File: config.mk
export PLATFORM = sky130hd
export DESIGN_NAME = mbs_frame_engine
export DESIGN_NICKNAME = d
export VERILOG_FILES = /design/src/mbs_pkg.sv /design/src/mbs_frame_engine.sv /design/src/mbs_fifo.sv
export SDC_FILE = /design/constraint.sdc
export NUM_CORES = 2
export LEC_CHECK = 0
export BUFFER_PORTS_ARGS = -buffer_cell sky130_fd_sc_hd__buf_2
export CAP_MARGIN = 25
export CORE_MARGIN = 3
export CORE_UTILIZATION = 65
export CTS_CLUSTER_SIZE = 10
export DETAILED_ROUTE_END_ITERATION = 10
export GPL_TIMING_DRIVEN = 0
export PLACE_DENSITY = 0.82
export SLEW_MARGIN = 30
export SYNTH_ARGS = -nofsm -noshare
export SYNTH_HDL_FRONTEND = slang
export SYNTH_SLANG_ARGS = --single-unit
File: constraint.sdc
create_clock -name clk -period 10.1 [get_ports clk]
set_clock_uncertainty 0.2 [all_clocks]
set_input_delay 1.515 -clock clk [delete_from_list [all_inputs] [get_ports clk]]
set_output_delay 1.515 -clock clk [all_outputs]
set_load 0.05 [all_outputs]
File: src/mbs_pkg.sv
// constants, state codes and crc step shared by the slave frame engine
package mbs_pkg;

  // clock and line gap timing
  localparam int CLK_PERIOD_NS  = 10;                 // 100 mhz system clock
  localparam int GAP_TIME_US    = 4011;               // 3.5 chars of 11 bits at 9600 baud, rounded up
  localparam int GAP_CYCLES_DEF = (GAP_TIME_US * 1000 + CLK_PERIOD_NS - 1) / CLK_PERIOD_NS;
  localparam int GAP_CNT_W      = 20;                 // wide enough for the default gap

  // crc16 constants
  localparam logic [15:0] CRC_INIT     = 16'hffff;    // accumulator preset
  localparam logic [15:0] CRC_POLY     = 16'ha001;    // reflected polynomial
  localparam logic [15:0] CRC_RESIDUAL = 16'h0000;    // crc over a frame plus its own check field
  localparam int          CRC_SHIFTS   = 8;           // shift steps per byte

  // function codes and error replies
  localparam logic [7:0] FC_READ_REGS   = 8'h03;
  localparam logic [7:0] FC_WRITE_REGS  = 8'h10;
  localparam logic [7:0] FC_READ_RELAY  = 8'h01;
  localparam logic [7:0] FC_WRITE_RELAY = 8'h05;
  localparam logic [7:0] FC_ERR_FLAG    = 8'h80;
  localparam logic [7:0] EXC_FUNC       = 8'h81;      // unsupported function
  localparam logic [7:0] EXC_ADDR       = 8'h82;      // location out of range
  localparam logic [7:0] EXC_VALUE      = 8'h83;      // value out of range

  // frame buffer geometry and byte positions
  localparam int         BUF_DEPTH   = 48;
  localparam logic [5:0] BUF_FULL    = 6'h30;         // byte count at which the buffer is full
  localparam logic [5:0] POS_ADDR    = 6'h00;
  localparam logic [5:0] POS_FC      = 6'h01;
  localparam logic [5:0] POS_START   = 6'h02;
  localparam logic [5:0] POS_CNT     = 6'h04;
  localparam logic [5:0] POS_BCNT    = 6'h06;
  localparam logic [5:0] POS_WDATA   = 6'h07;
  localparam logic [5:0] POS_WDATA2  = 6'h09;
  localparam logic [5:0] POS_RPL_BC  = 6'h02;         // byte count in a read reply
  localparam logic [5:0] POS_RDATA   = 6'h03;         // first data byte in a read reply
  localparam logic [5:0] POS_EXC     = 6'h02;
  localparam logic [5:0] POS_ECHO_LO = 6'h02;
  localparam logic [5:0] POS_ECHO_HI = 6'h05;
  localparam logic [5:0] POS_RLY_VAL = 6'h03;

  // frame lengths, crc included for queries, excluded for replies
  localparam logic [5:0] LEN_MIN      = 6'h04;
  localparam logic [5:0] LEN_FIXED    = 6'h08;
  localparam logic [8:0] LEN_WR_HDR   = 9'h009;
  localparam logic [5:0] LEN_EXC      = 6'h03;
  localparam logic [5:0] LEN_RELAY_RD = 6'h04;
  localparam logic [5:0] LEN_ECHO     = 6'h06;

  // register and relay limits
  localparam logic [15:0] MAX_REGS       = 16'h0010;
  localparam logic [15:0] RELAY_ADDR     = 16'h0000;
  localparam logic [15:0] RELAY_ON       = 16'hff00;
  localparam logic [15:0] RELAY_OFF      = 16'h0000;
  localparam logic [15:0] RELAY_COUNT    = 16'h0001;
  localparam logic [7:0]  RELAY_BYTES    = 8'h01;
  localparam logic [15:0] ENERGY_HI_ADDR = 16'h000c;
  localparam logic [15:0] ENERGY_WORDS   = 16'h0002;

  // transmit fifo
  localparam int TX_FIFO_DEPTH = 8;
  localparam int BYTE_W        = 8;

  // engine states
  typedef enum logic [8:0] {
    ST_RX   = 9'h001,
    ST_CHK  = 9'h002,
    ST_RD   = 9'h004,
    ST_WCHK = 9'h008,
    ST_WR   = 9'h010,
    ST_EXC  = 9'h020,
    ST_SEND = 9'h040,
    ST_CRCL = 9'h080,
    ST_CRCH = 9'h100
  } mbs_state_e;

  // one byte through the crc accumulator
  function automatic logic [15:0] crc_byte(input logic [15:0] crc, input logic [7:0] b);
    logic [15:0] acc;
    acc = crc ^ {8'h00, b};
    for (int i = 0; i < CRC_SHIFTS; i++) begin
      acc = acc[0] ? ((acc >> 1) ^ CRC_POLY) : (acc >> 1);
    end
    return acc;
  endfunction

endpackage

File: src/mbs_frame_engine.sv
// rtu slave frame engine: framing, crc, register and relay commands, replies
//
// Overview of operation
// - 03h reads, 10h writes consecutive registers
// - 01h reports relay, 05h sets relay
// - check appended crc, drop mismatching frames
// - crc accumulator starts at all ones
// - xor byte into accumulator low byte
// - shift right, xor polynomial on one
// - eight shifts per byte, final value
// - read query and reply frame layout
// - write query; reply echoes header, crc
// - register words sent high byte first
// - crc trails frame, low byte first
// - error reply: address, flagged code, code
// - code 81 for unsupported function
// - code 82 for out of range location
// - code 83 for out of range value
// - 32-bit values, high word lower address
// - two zero words clear energy count
// - answer own address only, else silent
`timescale 1ns/1ps
module mbs_frame_engine
  import mbs_pkg::*;
#(
  parameter int GAP_CYCLES = GAP_CYCLES_DEF          // idle gap in clocks
) (
  // clock and reset
  input  wire logic        clk,
  input  wire logic        sys_rst,
  // received bytes from the uart
  input  wire logic        rx_valid,
  input  wire logic [7:0]  rx_data,
  // bytes to the uart transmitter
  output logic             tx_valid,
  output logic [7:0]       tx_data,
  input  wire logic        tx_ready,
  output logic             tx_en,
  // configuration
  input  wire logic [7:0]  slave_addr,
  // register file
  output logic [15:0]      reg_addr,
  output logic [15:0]      reg_wdata,
  output logic             reg_wr,
  input  wire logic [15:0] reg_rdata,
  input  wire logic        reg_rd_ok,
  input  wire logic        reg_wr_addr_ok,
  input  wire logic        reg_wr_val_ok,
  // relay and energy control
  output logic             relay_out,
  output logic             energy_clear
);

  localparam logic [GAP_CNT_W-1:0] GAP_LAST = GAP_CNT_W'(GAP_CYCLES - 1);

  mbs_state_e           state;                       // engine state
  logic [7:0]           rxb [0:BUF_DEPTH-1];         // query bytes
  logic [7:0]           txb [0:BUF_DEPTH-1];         // reply bytes before crc
  logic [5:0]           rx_len;                      // bytes received
  logic                 rx_ovf;                      // query longer than buffer
  logic [15:0]          rx_crc;                      // running crc of query
  logic [GAP_CNT_W-1:0] gap_cnt;                     // idle clocks since last byte
  logic                 in_frame;                    // at least one byte seen
  logic [5:0]           idx;                         // word or byte index
  logic [5:0]           tx_len;                      // reply length before crc
  logic [15:0]          tx_crc;                      // running crc of reply
  logic [7:0]           exc;                         // pending error code

  // word of two query bytes, high byte first
  function automatic logic [15:0] rx_word(input logic [5:0] p);
    return {rxb[p], rxb[p + 6'h01]};
  endfunction

  // query field decode
  wire [7:0]  fc        = rxb[POS_FC];
  wire [15:0] start     = rx_word(POS_START);
  wire [15:0] cnt       = rx_word(POS_CNT);
  wire [7:0]  bcnt      = rxb[POS_BCNT];
  wire [15:0] word0     = rx_word(POS_WDATA);
  wire [5:0]  nidx      = idx + 6'h01;
  wire [5:0]  nw_pos    = POS_WDATA + {nidx[4:0], 1'b0};
  wire [15:0] word_next = rx_word(nw_pos);
  wire [5:0]  cnt_last  = cnt[5:0] - 6'h01;
  wire        idx_last  = (idx == cnt_last);
  wire [5:0]  rd_pos    = POS_RDATA + {idx[4:0], 1'b0};
  wire [5:0]  rd_pos_lo = rd_pos + 6'h01;
  wire [5:0]  rd_len    = POS_RDATA + {cnt[4:0], 1'b0};
  wire [7:0]  rd_bc     = {cnt[6:0], 1'b0};

  // frame acceptance
  // residual is zero only for a good check field
  wire crc_ok    = (rx_crc == CRC_RESIDUAL);
  // own address only; zero never answered
  wire addr_ok   = (rxb[POS_ADDR] == slave_addr) && (slave_addr != 8'h00);
  wire fc_wr     = (fc == FC_WRITE_REGS);
  wire fc_known  = fc_wr || (fc == FC_READ_REGS) || (fc == FC_READ_RELAY) || (fc == FC_WRITE_RELAY);
  wire len_match = fc_wr ? ({3'h0, rx_len} == LEN_WR_HDR + {1'b0, bcnt}) : (rx_len == LEN_FIXED);
  wire frame_ok  = crc_ok && addr_ok && !rx_ovf && (rx_len >= LEN_MIN) && (len_match || !fc_known);
  wire cnt_ok    = (cnt != 16'h0000) && (cnt <= MAX_REGS);
  wire bc_ok     = ({cnt[14:0], 1'b0} == {8'h00, bcnt});
  // relay value sits where a register query carries its count
  wire rly_val   = (cnt == RELAY_ON) || (cnt == RELAY_OFF);
  // two zero words at the energy pair
  wire clear_hit = (start == ENERGY_HI_ADDR) && (cnt == ENERGY_WORDS) && (word0 == 16'h0000)
                   && (rx_word(POS_WDATA2) == 16'h0000);

  // transmit path into the fifo
  wire       fifo_in_valid = (state == ST_SEND) || (state == ST_CRCL) || (state == ST_CRCH);
  wire       fifo_in_ready;
  // check field low byte goes first
  wire [7:0] fifo_in_data  = (state == ST_CRCL) ? tx_crc[7:0] :
                             (state == ST_CRCH) ? tx_crc[15:8] : txb[idx];
  wire       fifo_take     = fifo_in_valid && fifo_in_ready;

  // main sequencer
  always_ff @(posedge clk or posedge sys_rst) begin
    if (sys_rst) begin
      state        <= ST_RX;
      rx_len       <= '0;
      rx_ovf       <= 1'b0;
      rx_crc       <= CRC_INIT;
      gap_cnt      <= '0;
      in_frame     <= 1'b0;
      idx          <= '0;
      tx_len       <= '0;
      tx_crc       <= CRC_INIT;
      exc          <= 8'h00;
      reg_addr     <= 16'h0000;
      reg_wdata    <= 16'h0000;
      reg_wr       <= 1'b0;
      relay_out    <= 1'b0;
      energy_clear <= 1'b0;
    end else begin
      reg_wr       <= 1'b0;
      energy_clear <= 1'b0;
      case (state)
        ST_RX: begin
          // bytes outside this state are ignored: the line is half duplex
          if (rx_valid) begin
            rx_crc   <= crc_byte(rx_crc, rx_data);
            gap_cnt  <= '0;
            in_frame <= 1'b1;
            if (rx_len == BUF_FULL) begin
              rx_ovf <= 1'b1;
            end else begin
              rx_len <= rx_len + 6'h01;
            end
          end else if (in_frame) begin
            if (gap_cnt == GAP_LAST) begin
              gap_cnt <= '0;
              state   <= ST_CHK;
            end else begin
              gap_cnt <= gap_cnt + GAP_CNT_W'(1);
            end
          end
        end
        ST_CHK: begin
          // preset both accumulators for the next use
          rx_crc    <= CRC_INIT;
          tx_crc    <= CRC_INIT;
          rx_len    <= '0;
          rx_ovf    <= 1'b0;
          in_frame  <= 1'b0;
          idx       <= '0;
          reg_addr  <= start;
          reg_wdata <= word0;
          if (!frame_ok) begin
            // bad frames are dropped without a reply
            state <= ST_RX;
          end else begin
            case (fc)
              FC_READ_REGS: begin
                exc   <= EXC_VALUE;
                state <= cnt_ok ? ST_RD : ST_EXC;
              end
              // write registers, values checked before any write
              FC_WRITE_REGS: begin
                exc   <= EXC_VALUE;
                state <= (cnt_ok && bc_ok) ? ST_WCHK : ST_EXC;
              end
              FC_READ_RELAY: begin
                exc    <= EXC_ADDR;
                tx_len <= LEN_RELAY_RD;
                state  <= ((start == RELAY_ADDR) && (cnt == RELAY_COUNT)) ? ST_SEND : ST_EXC;
              end
              FC_WRITE_RELAY: begin
                tx_len <= LEN_ECHO;
                if (start != RELAY_ADDR) begin
                  exc   <= EXC_ADDR;
                  state <= ST_EXC;
                end else if (!rly_val) begin
                  exc   <= EXC_VALUE;
                  state <= ST_EXC;
                end else begin
                  relay_out <= (cnt == RELAY_ON);
                  state     <= ST_SEND;
                end
              end
              default: begin
                exc   <= EXC_FUNC;
                state <= ST_EXC;
              end
            endcase
          end
        end
        ST_RD: begin
          if (!reg_rd_ok) begin
            exc   <= EXC_ADDR;
            state <= ST_EXC;
          end else if (idx_last) begin
            idx    <= '0;
            tx_len <= rd_len;
            state  <= ST_SEND;
          end else begin
            // consecutive addresses keep wide values in order
            idx      <= idx + 6'h01;
            reg_addr <= reg_addr + 16'h0001;
          end
        end
        ST_WCHK: begin
          // a rejected word leaves every register untouched
          if (!reg_wr_addr_ok) begin
            exc   <= EXC_ADDR;
            state <= ST_EXC;
          end else if (!reg_wr_val_ok) begin
            exc   <= EXC_VALUE;
            state <= ST_EXC;
          end else if (idx_last) begin
            idx       <= '0;
            reg_addr  <= start;
            reg_wdata <= word0;
            reg_wr    <= 1'b1;
            state     <= ST_WR;
          end else begin
            idx       <= idx + 6'h01;
            reg_addr  <= reg_addr + 16'h0001;
            reg_wdata <= word_next;
          end
        end
        ST_WR: begin
          if (idx_last) begin
            // pulse the energy clear one cycle after the last write
            energy_clear <= clear_hit;
            idx          <= '0;
            tx_len       <= LEN_ECHO;
            state        <= ST_SEND;
          end else begin
            idx       <= idx + 6'h01;
            reg_addr  <= reg_addr + 16'h0001;
            reg_wdata <= word_next;
            reg_wr    <= 1'b1;
          end
        end
        ST_EXC: begin
          idx    <= '0;
          tx_len <= LEN_EXC;
          state  <= ST_SEND;
        end
        ST_SEND: begin
          if (fifo_take) begin
            tx_crc <= crc_byte(tx_crc, txb[idx]);
            if (idx == tx_len - 6'h01) begin
              state <= ST_CRCL;
            end else begin
              idx <= idx + 6'h01;
            end
          end
        end
        ST_CRCL: begin
          if (fifo_take) begin
            state <= ST_CRCH;
          end
        end
        ST_CRCH: begin
          if (fifo_take) begin
            idx   <= '0;
            state <= ST_RX;
          end
        end
        default: begin
          state <= ST_RX;
        end
      endcase
    end
  end

  // query byte store; data only, so no reset is needed
  always_ff @(posedge clk) begin
    if ((state == ST_RX) && rx_valid && (rx_len != BUF_FULL)) begin
      rxb[rx_len] <= rx_data;
    end
  end

  // reply assembly; header and echo are prepared on every accepted frame
  always_ff @(posedge clk) begin
    if (state == ST_CHK) begin
      txb[POS_ADDR] <= slave_addr;
      txb[POS_FC]   <= fc;
      for (int k = POS_ECHO_LO; k <= POS_ECHO_HI; k++) begin
        txb[k] <= rxb[k];
      end
      if (fc == FC_READ_RELAY) begin
        txb[POS_RPL_BC]  <= RELAY_BYTES;
        txb[POS_RLY_VAL] <= {7'h00, relay_out};
      end
    end
    if ((state == ST_RD) && reg_rd_ok) begin
      txb[rd_pos]    <= reg_rdata[15:8];
      txb[rd_pos_lo] <= reg_rdata[7:0];
      if (idx_last) begin
        txb[POS_RPL_BC] <= rd_bc;
      end
    end
    if (state == ST_EXC) begin
      // function code with top bit set, then code
      txb[POS_FC]  <= fc | FC_ERR_FLAG;
      txb[POS_EXC] <= exc;
    end
  end

  // driver enable spans the whole reply; the uart must cover its last stop bit itself
  always_ff @(posedge clk or posedge sys_rst) begin
    if (sys_rst) begin
      tx_en <= 1'b0;
    end else begin
      tx_en <= fifo_in_valid || tx_valid;
    end
  end

  // reply bytes queue here so a slow transmitter stalls the sequencer
  mbs_fifo #(
    .W (BYTE_W),
    .D (TX_FIFO_DEPTH)
  ) u_tx_fifo (
    .clk       (clk),
    .sys_rst   (sys_rst),
    .in_valid  (fifo_in_valid),
    .in_data   (fifo_in_data),
    .in_ready  (fifo_in_ready),
    .out_valid (tx_valid),
    .out_data  (tx_data),
    .out_ready (tx_ready)
  );

endmodule // mbs_frame_engine

File: src/mbs_fifo.sv
// shift-register byte fifo with registered outputs
`timescale 1ns/1ps
module mbs_fifo #(
  parameter int W = 8,
  parameter int D = 8
) (
  // clock and reset
  input  wire logic         clk,
  input  wire logic         sys_rst,
  // filling side
  input  wire logic         in_valid,
  input  wire logic [W-1:0] in_data,
  output logic              in_ready,
  // draining side
  output logic              out_valid,
  output logic [W-1:0]      out_data,
  input  wire logic         out_ready
);

  localparam int CW = $clog2(D) + 1;                 // count width, holds 0..D
  localparam logic [CW-1:0] CNT_ONE  = CW'(1);
  localparam logic [CW-1:0] CNT_FULL = CW'(D);

  logic [W-1:0]  mem [0:D-1];                        // entry 0 is the head
  logic [CW-1:0] count;                              // words held
  logic          full;                               // registered full flag
  logic [CW-1:0] next_count;
  wire           push = in_valid & ~full;
  wire           pop  = out_valid & out_ready;

  assign in_ready   = ~full;
  assign out_data   = mem[0];
  assign next_count = count + (push ? CNT_ONE : '0) - (pop ? CNT_ONE : '0);

  // occupancy and flags; flags are flops so the head stays glitch free
  always_ff @(posedge clk or posedge sys_rst) begin
    if (sys_rst) begin
      count     <= '0;
      full      <= 1'b0;
      out_valid <= 1'b0;
    end else begin
      count     <= next_count;
      full      <= (next_count == CNT_FULL);
      out_valid <= (next_count != '0);
    end
  end

  // each entry shifts down on pop and takes the new word at the tail
  for (genvar k = 0; k < D; k++) begin : g_entry
    localparam logic [CW-1:0] KPOS = CW'(k);
    wire [W-1:0] upper = (k < D - 1) ? mem[(k < D - 1) ? k + 1 : k] : mem[k];
    always_ff @(posedge clk or posedge sys_rst) begin
      if (sys_rst) begin
        mem[k] <= '0;
      end else if (pop) begin
        // tail moves one down when popping
        mem[k] <= (push && (KPOS == count - CNT_ONE)) ? in_data : upper;
      end else if (push && (KPOS == count)) begin
        mem[k] <= in_data;
      end
    end
  end

endmodule // mbs_fifo

Yosys cells after proc, flatten, opt, wreduce, memory -nomap -nowiden. Memory sizes are Yosys's and may differ from the RTL's. Index checks and enable logic that the tools add are counted.

Input bits: 39. RAM bits: 768. Output and inout bits: 45. Memories: 2. Word-level logic and storage cells: 371. Flip-flop bits (word level): 195.

Muxes and demuxes: 144. Reductions and logical operators: 85. Equality and inequality tests: 66. Bitwise gates (word level): 30. Magnitude comparators: 2. Add/subtract/negate cells: 15.

Memory list: rxb (depth 48, bits a word 8, read ports 13, clocked after memory_dff 0, wr ports 1, RTL line mbs_frame_engine.sv:57) `logic [7:0] rxb [0:BUF_DEPTH-1];`; txb (depth 48, bits a word 8, read ports 1, clocked after memory_dff 0, wr ports 6, RTL line mbs_frame_engine.sv:58) `logic [7:0] txb [0:BUF_DEPTH-1];`.

Operator list (count): $mux 16 (27); $mux 8 (39); $mux 9 (12); $mux 6 (17); $pmux 9 s9 (1); $logic_not 16->1 (5); $pmux 16 s2 (2); $pmux 16 s4 (1); $mux 20 (3); $not 2->3 (16); $pmux 16 s3 (1); $pmux 8 s3 (2); $ne 2x2->1 const B (19); $pmux 6 s6 (1); $eq 3x4->1 const A (8); $reduce_bool 16->1 (2); $xor 16x8->16 (2); $logic_and 1x1->1 (31); $mux 7 (4); $pmux 7 s4 (1); $mux 1 (27); $add 6x1->6 const B (4); $pmux 6 s2 (2); $pmux 6 s4 (1); 64 further kinds (114).

Logic depth before layout (Yosys ltp). An unclocked memory read counts as a cell.

Word-level depth: 20. Mapped depth: 18. Depth with buffers taken out: 12.

Modules after synthesis. Synthesis repeated with hierarchy kept, for this count alone.

Cells, all modules: 2802. Area, all modules: 42504.5 sq um.

By module, submodules not included: mbs_frame_engine (instances 1, cells each 2424, area each 38679.6 sq um); mbs_fifo (instances 1, cells each 378, area each 3824.9 sq um).

Worst setup path before layout. No wires, ideal clock.

Kind: register to register. Start point: register idx[0]. End point: register reg_wdata[1]. Period minus slack after synthesis: 4.408 ns. Cell stages (with the launch flop): 17. Path buffers: 5. Setup slack: 5.692 ns. Data arrival time: 4.071 ns. Path through: dfrtp_1 > buf_6 > buf_6 > inv_1 > clkbuf_1 > ha_1 > clkbuf_1 > o21ai_0 > xnor2_2 > xor2_2 > buf_4 > mux4_2 > mux4_2 > nor2_1 > a311oi_1 > a21oi_1 > a21oi_1.

Cells in the longest elaborated chain, start to end: 8. Elaborated cells on any way between the ends: 12.

Ends and longest elaborated chain: start, declared (RTL line mbs_frame_engine.sv:64) `logic [5:0] idx;`; start signal, assigned (RTL line mbs_frame_engine.sv:216) `idx <= idx + 6'h01;`; start signal, assigned (RTL line mbs_frame_engine.sv:235) `idx <= idx + 6'h01;`; start signal, assigned (RTL line mbs_frame_engine.sv:248) `idx <= idx + 6'h01;`; $add 6x1->6; $add 3x6->6 (RTL line mbs_frame_engine.sv:81) `wire [5:0] nw_pos = POS_WDATA + {nidx[4:0], 1'b0};`; $add 6x1->6 (RTL line mbs_frame_engine.sv:71) `return {rxb[p], rxb[p + 6'h01]};`; $mem_v2 48x8; $mux 16 (RTL line mbs_frame_engine.sv:228) `end else if (idx_last) begin`; $mux 16 (RTL line mbs_frame_engine.sv:225) `end else if (!reg_wr_val_ok) begin`; $mux 16 (RTL line mbs_frame_engine.sv:222) `if (!reg_wr_addr_ok) begin`; $pmux 16 s3 (RTL line mbs_frame_engine.sv:136) `case (state)`; end signal, assigned (RTL line mbs_frame_engine.sv:231) `reg_wdata <= word0;`; end signal, assigned (RTL line mbs_frame_engine.sv:237) `reg_wdata <= word_next;`; end signal, assigned (RTL line mbs_frame_engine.sv:250) `reg_wdata <= word_next;`; end, declared (RTL line mbs_frame_engine.sv:43) `output logic [15:0] reg_wdata,`.

Several ways; a longest one is shown, not always the timed one. The select of a mux whose other input is x is not followed. A chain may end at the register's enable or synchronous reset.

Worst setup path after layout.
Start point: register idx[0]. End point: register reg_wdata[7].

Same word-level chain as after synthesis.

==> impl_metrics.ini <==
[final_layout]
layout_common_cells = edfxtp_1 (768), nor2_1 (296), mux4_2 (191)
final_common_cell = edfxtp_1
final_nets = 3048
regArea_mm2 = 0.0279
layout-drive-gt1-share_pct = 18.4
fill_cells = 3838
final_cells = 3913
multi_input_area_mm2 = 0.0134
finish.utilization_pct = 73.4
area_delta_synth_final_pct = 11.0

[die]
die_y_um = 260
core_region_area_mm2 = 0.0635
fp.dieW_um = 260
die_area_mm2 = 0.0678
start_util_pct = 66.2
rows = 92
ioPinCount = 84

[drt]
wirelength_um = 118000
drt_iter0_markers = 4156
vias_per_cell = 6.97
wl_per_cell_um = 30.2
final_antenna_net_count = 0
first_pass_iters = 7
vias = 27300
drc_errors = 0

[clock_network]
postCtsHoldBufs = 0
post_cts_buffers = 0
clkSinkCount = 958
clk_pin_slew_ns = 0.05
clockRootBuffer = clkbuf_16
ctsResizeCount = 0
numCtsBuffers = 106
cts_tree = built
cts_buffer_depth = 3
clk_latency_ns = 0.67
cts_htree_levels = 3

[yosys]
synth_edf_count = 768
synth-seq-area-share_pct = 66.3
syn_area_per_cell_um2 = 15.1
async_flop_share_pct = 19.8
postSynthCellCount = 2787
synth_cell_type_count = 78
synth-main-ff-cell = edfxtp_1
synth-seq-cells = 958
synth_warnings = 0
synth_fp_nets = 2853
yosysTopAreaCell = edfxtp_1
synth.area.top_cells = edfxtp_1 (55%), mux4_2 (10%), dfrtp_1 (9.3%)
synth_top_area_share_pct = 54.9
syn_area_mm2 = 0.0420

[pwr]
power_frac_comb_pct = 9.6
power_density_mw_per_mm2 = 190
p_leak_uw = 0.0161
p_int_uw = 6710
p_sw_share_pct = 24.5
p_seq_share_pct = 51.8
p_sw_uw = 2180
peakVddDrop_mv = 0.164
total_power_uw = 8880
power_frac_clock_pct = 38.7

[placed_design]
dpl.cell_count = 3720
place_ws_ns = 4.11
io_buffers = 83
gp_congestion = 0.944
dp_hpwl_um = 76400

[global_route]
antenna_found_initial = 10
grt_first_pass_wirelength_um = 175000
grt_max_degree = 70
grt_pass1_vias = 27100
track_usage_pct = 35.5
grt_overflow = 0

[worst_setup_path]
cp_slowest_cell = xnor2_2
crit_chain = buf_6 > buf_6 > inv_1 > clkbuf_2 > ha_1 > clkbuf_1 > o21ai_0 > xnor2_2 > xor2_2 > buf_4 > mux4_2 > mux4_2 > nor2_1 > a311oi_1 > a21oi_1 > a21oi_1
start_kind = register
endpoint_kind = register
required_ns = 10.40
worstPathMaxFanout = 13
critical_path_class = reg -> reg
slowest_delay_ns = 0.82
crit_arrival_ns = 6.35
r2r_setup_slack_ns = 4.05

[timing]
fin_ws_ns = 4.05
finalSetupViolCount = 0
max_freq_ghz = 0.165
final_hold_viol_count = 0
period_minus_slack_ns = 6.05
slew_viol_final = 0
relSlewSlack_pct = 27.8
fin_tns_setup_ns = 0
rsz0062_at_grt = no
period_share_pct = 59.9
worst_pin_slew_ns = 1.08

[run_status]
outcome = complete, no violations

[worst_hold_path]
hp-class = reg -> reg

[flow_run]
maxCapViolations = 0
==> synthesized netlist by cell type (10+ instances only) <==
cell and number:
clkbuf_1 84, nand3_1 50, a22oi_1 10, nor3_1 36
dfrtp_1 157, nor2_1 299, dfstp_2 33, and2_1 10
nand4_1 27, buf_2 27, and3_1 22, o22ai_1 15
a21oi_1 167, or3_1 11, mux4_2 191, o21ai_1 15
nor2b_1 23, o31ai_1 11, inv_1 52, xnor2_1 75
mux2i_1 87, edfxtp_1 768, mux2_2 56, buf_4 11
nand2_1 186, ha_1 26, a31oi_1 10, nor4_1 31
o21ai_0 92, buf_1 11, a211oi_1 14, xor2_1 39
==> flip-flops by register name, summed over array words and instances (netlist names), 9 cells and up <==
signal and cells:
reg_addr 16, rxb 384, tx_crc 16, gap_cnt 20, rx_crc 16, state 9
txb 384, reg_wdata 16, u_tx_fifo.g_entry.upper 56
==> cell families (layout without fill, tap and decap cells) <==
logic type      after synthesis  count (layout)  synth area share, %
fa+ha+maj                    27              27                0.822
flops                       958             958                 66.3
compound gates              399             399                 5.65
buf+inv                     192             463                 2.00
mux                         343             343                 14.4
other cells                   0               9                    0
simple gates                744             744                 8.08
xor+xnor                    124             124                 2.80
==> stage by stage <==
| step | hold slack [ns] | instance area, um2 |
|---|---|---|
| after floorplan | 0.240 | 42000 |
| after global placement | 0.263 | 43500 |
| after detailed placement | 0.279 | 43600 |
| after CTS | 0.293 | 46600 |
| after global routing | 0.302 | 46600 |
| final | 0.290 | 46700 |
==> layout make-up <==
| class | instances | area share, % |
|---|---|---|
| clock inverter | 3 | 0.0724 |
| tap | 846 | 2.27 |
| sequential | 958 | 59.7 |
| multi-input combinational | 1637 | 28.7 |
| clock buffer | 181 | 6.31 |
| antenna | 9 | 0.0483 |
| timing repair buffer | 87 | 1.07 |
| buffer | 138 | 1.38 |
| inverter | 54 | 0.450 |
==> worst paths after layout <==
path	startpoint	end	cells after the start
hold / removal	u_tx_fifo.out_valid$_DFF_PP0_	tx_en$_DFF_PP0_	1
min in group asynchronous	sys_rst	u_tx_fifo.g_entry[4].upper[2]$_DFFE_PP0P_	2
hold reg to reg	u_tx_fifo.out_valid$_DFF_PP0_	tx_en$_DFF_PP0_	1
setup reg to reg	idx[0]$_DFFE_PP0P_	reg_wdata[7]$_DFFE_PP0P_	16
max in group asynchronous	sys_rst	rx_crc[11]$_DFFE_PP1P_	3
setup / recovery	idx[0]$_DFFE_PP0P_	reg_wdata[7]$_DFFE_PP0P_	16
==> power by group through the flow <==
stage	clock, uW	sequential [uW]	combinational, uW
floorplan	0	4660	527
global placement	0	4660	784
detailed placement	0	4670	825
CTS	3430	4590	835
global route	3600	4610	912
finish	3440	4600	849
==> metal layers <==
metal / up-vias / wire [um] / part of all wire (%) / track usage (%)
met5: - / 31 / 0.026 / 0
li1: 11100 / - / - / -
met3: 493 / 13900 / 12 / 8.25
met1: 13600 / 40800 / 34 / 46.9
met4: 6 / 6900 / 5.8 / 16.9
met2: 2100 / 56700 / 48 / 56.5
==> worst max-delay path, delay by kind of cell, from the launching register on <==
kind,cells,cell delay [ns]
buffers and inverters,6,1.69
XOR/XNOR,2,1.37
multiplexers,2,0.84
AO/OA/AOI/OAI,4,0.76
flip-flops,1,0.46
adder cells (fa/ha/maj),1,0.39
AND/OR/NAND/NOR,1,0.14
Power figures use the tool's default switching activity.
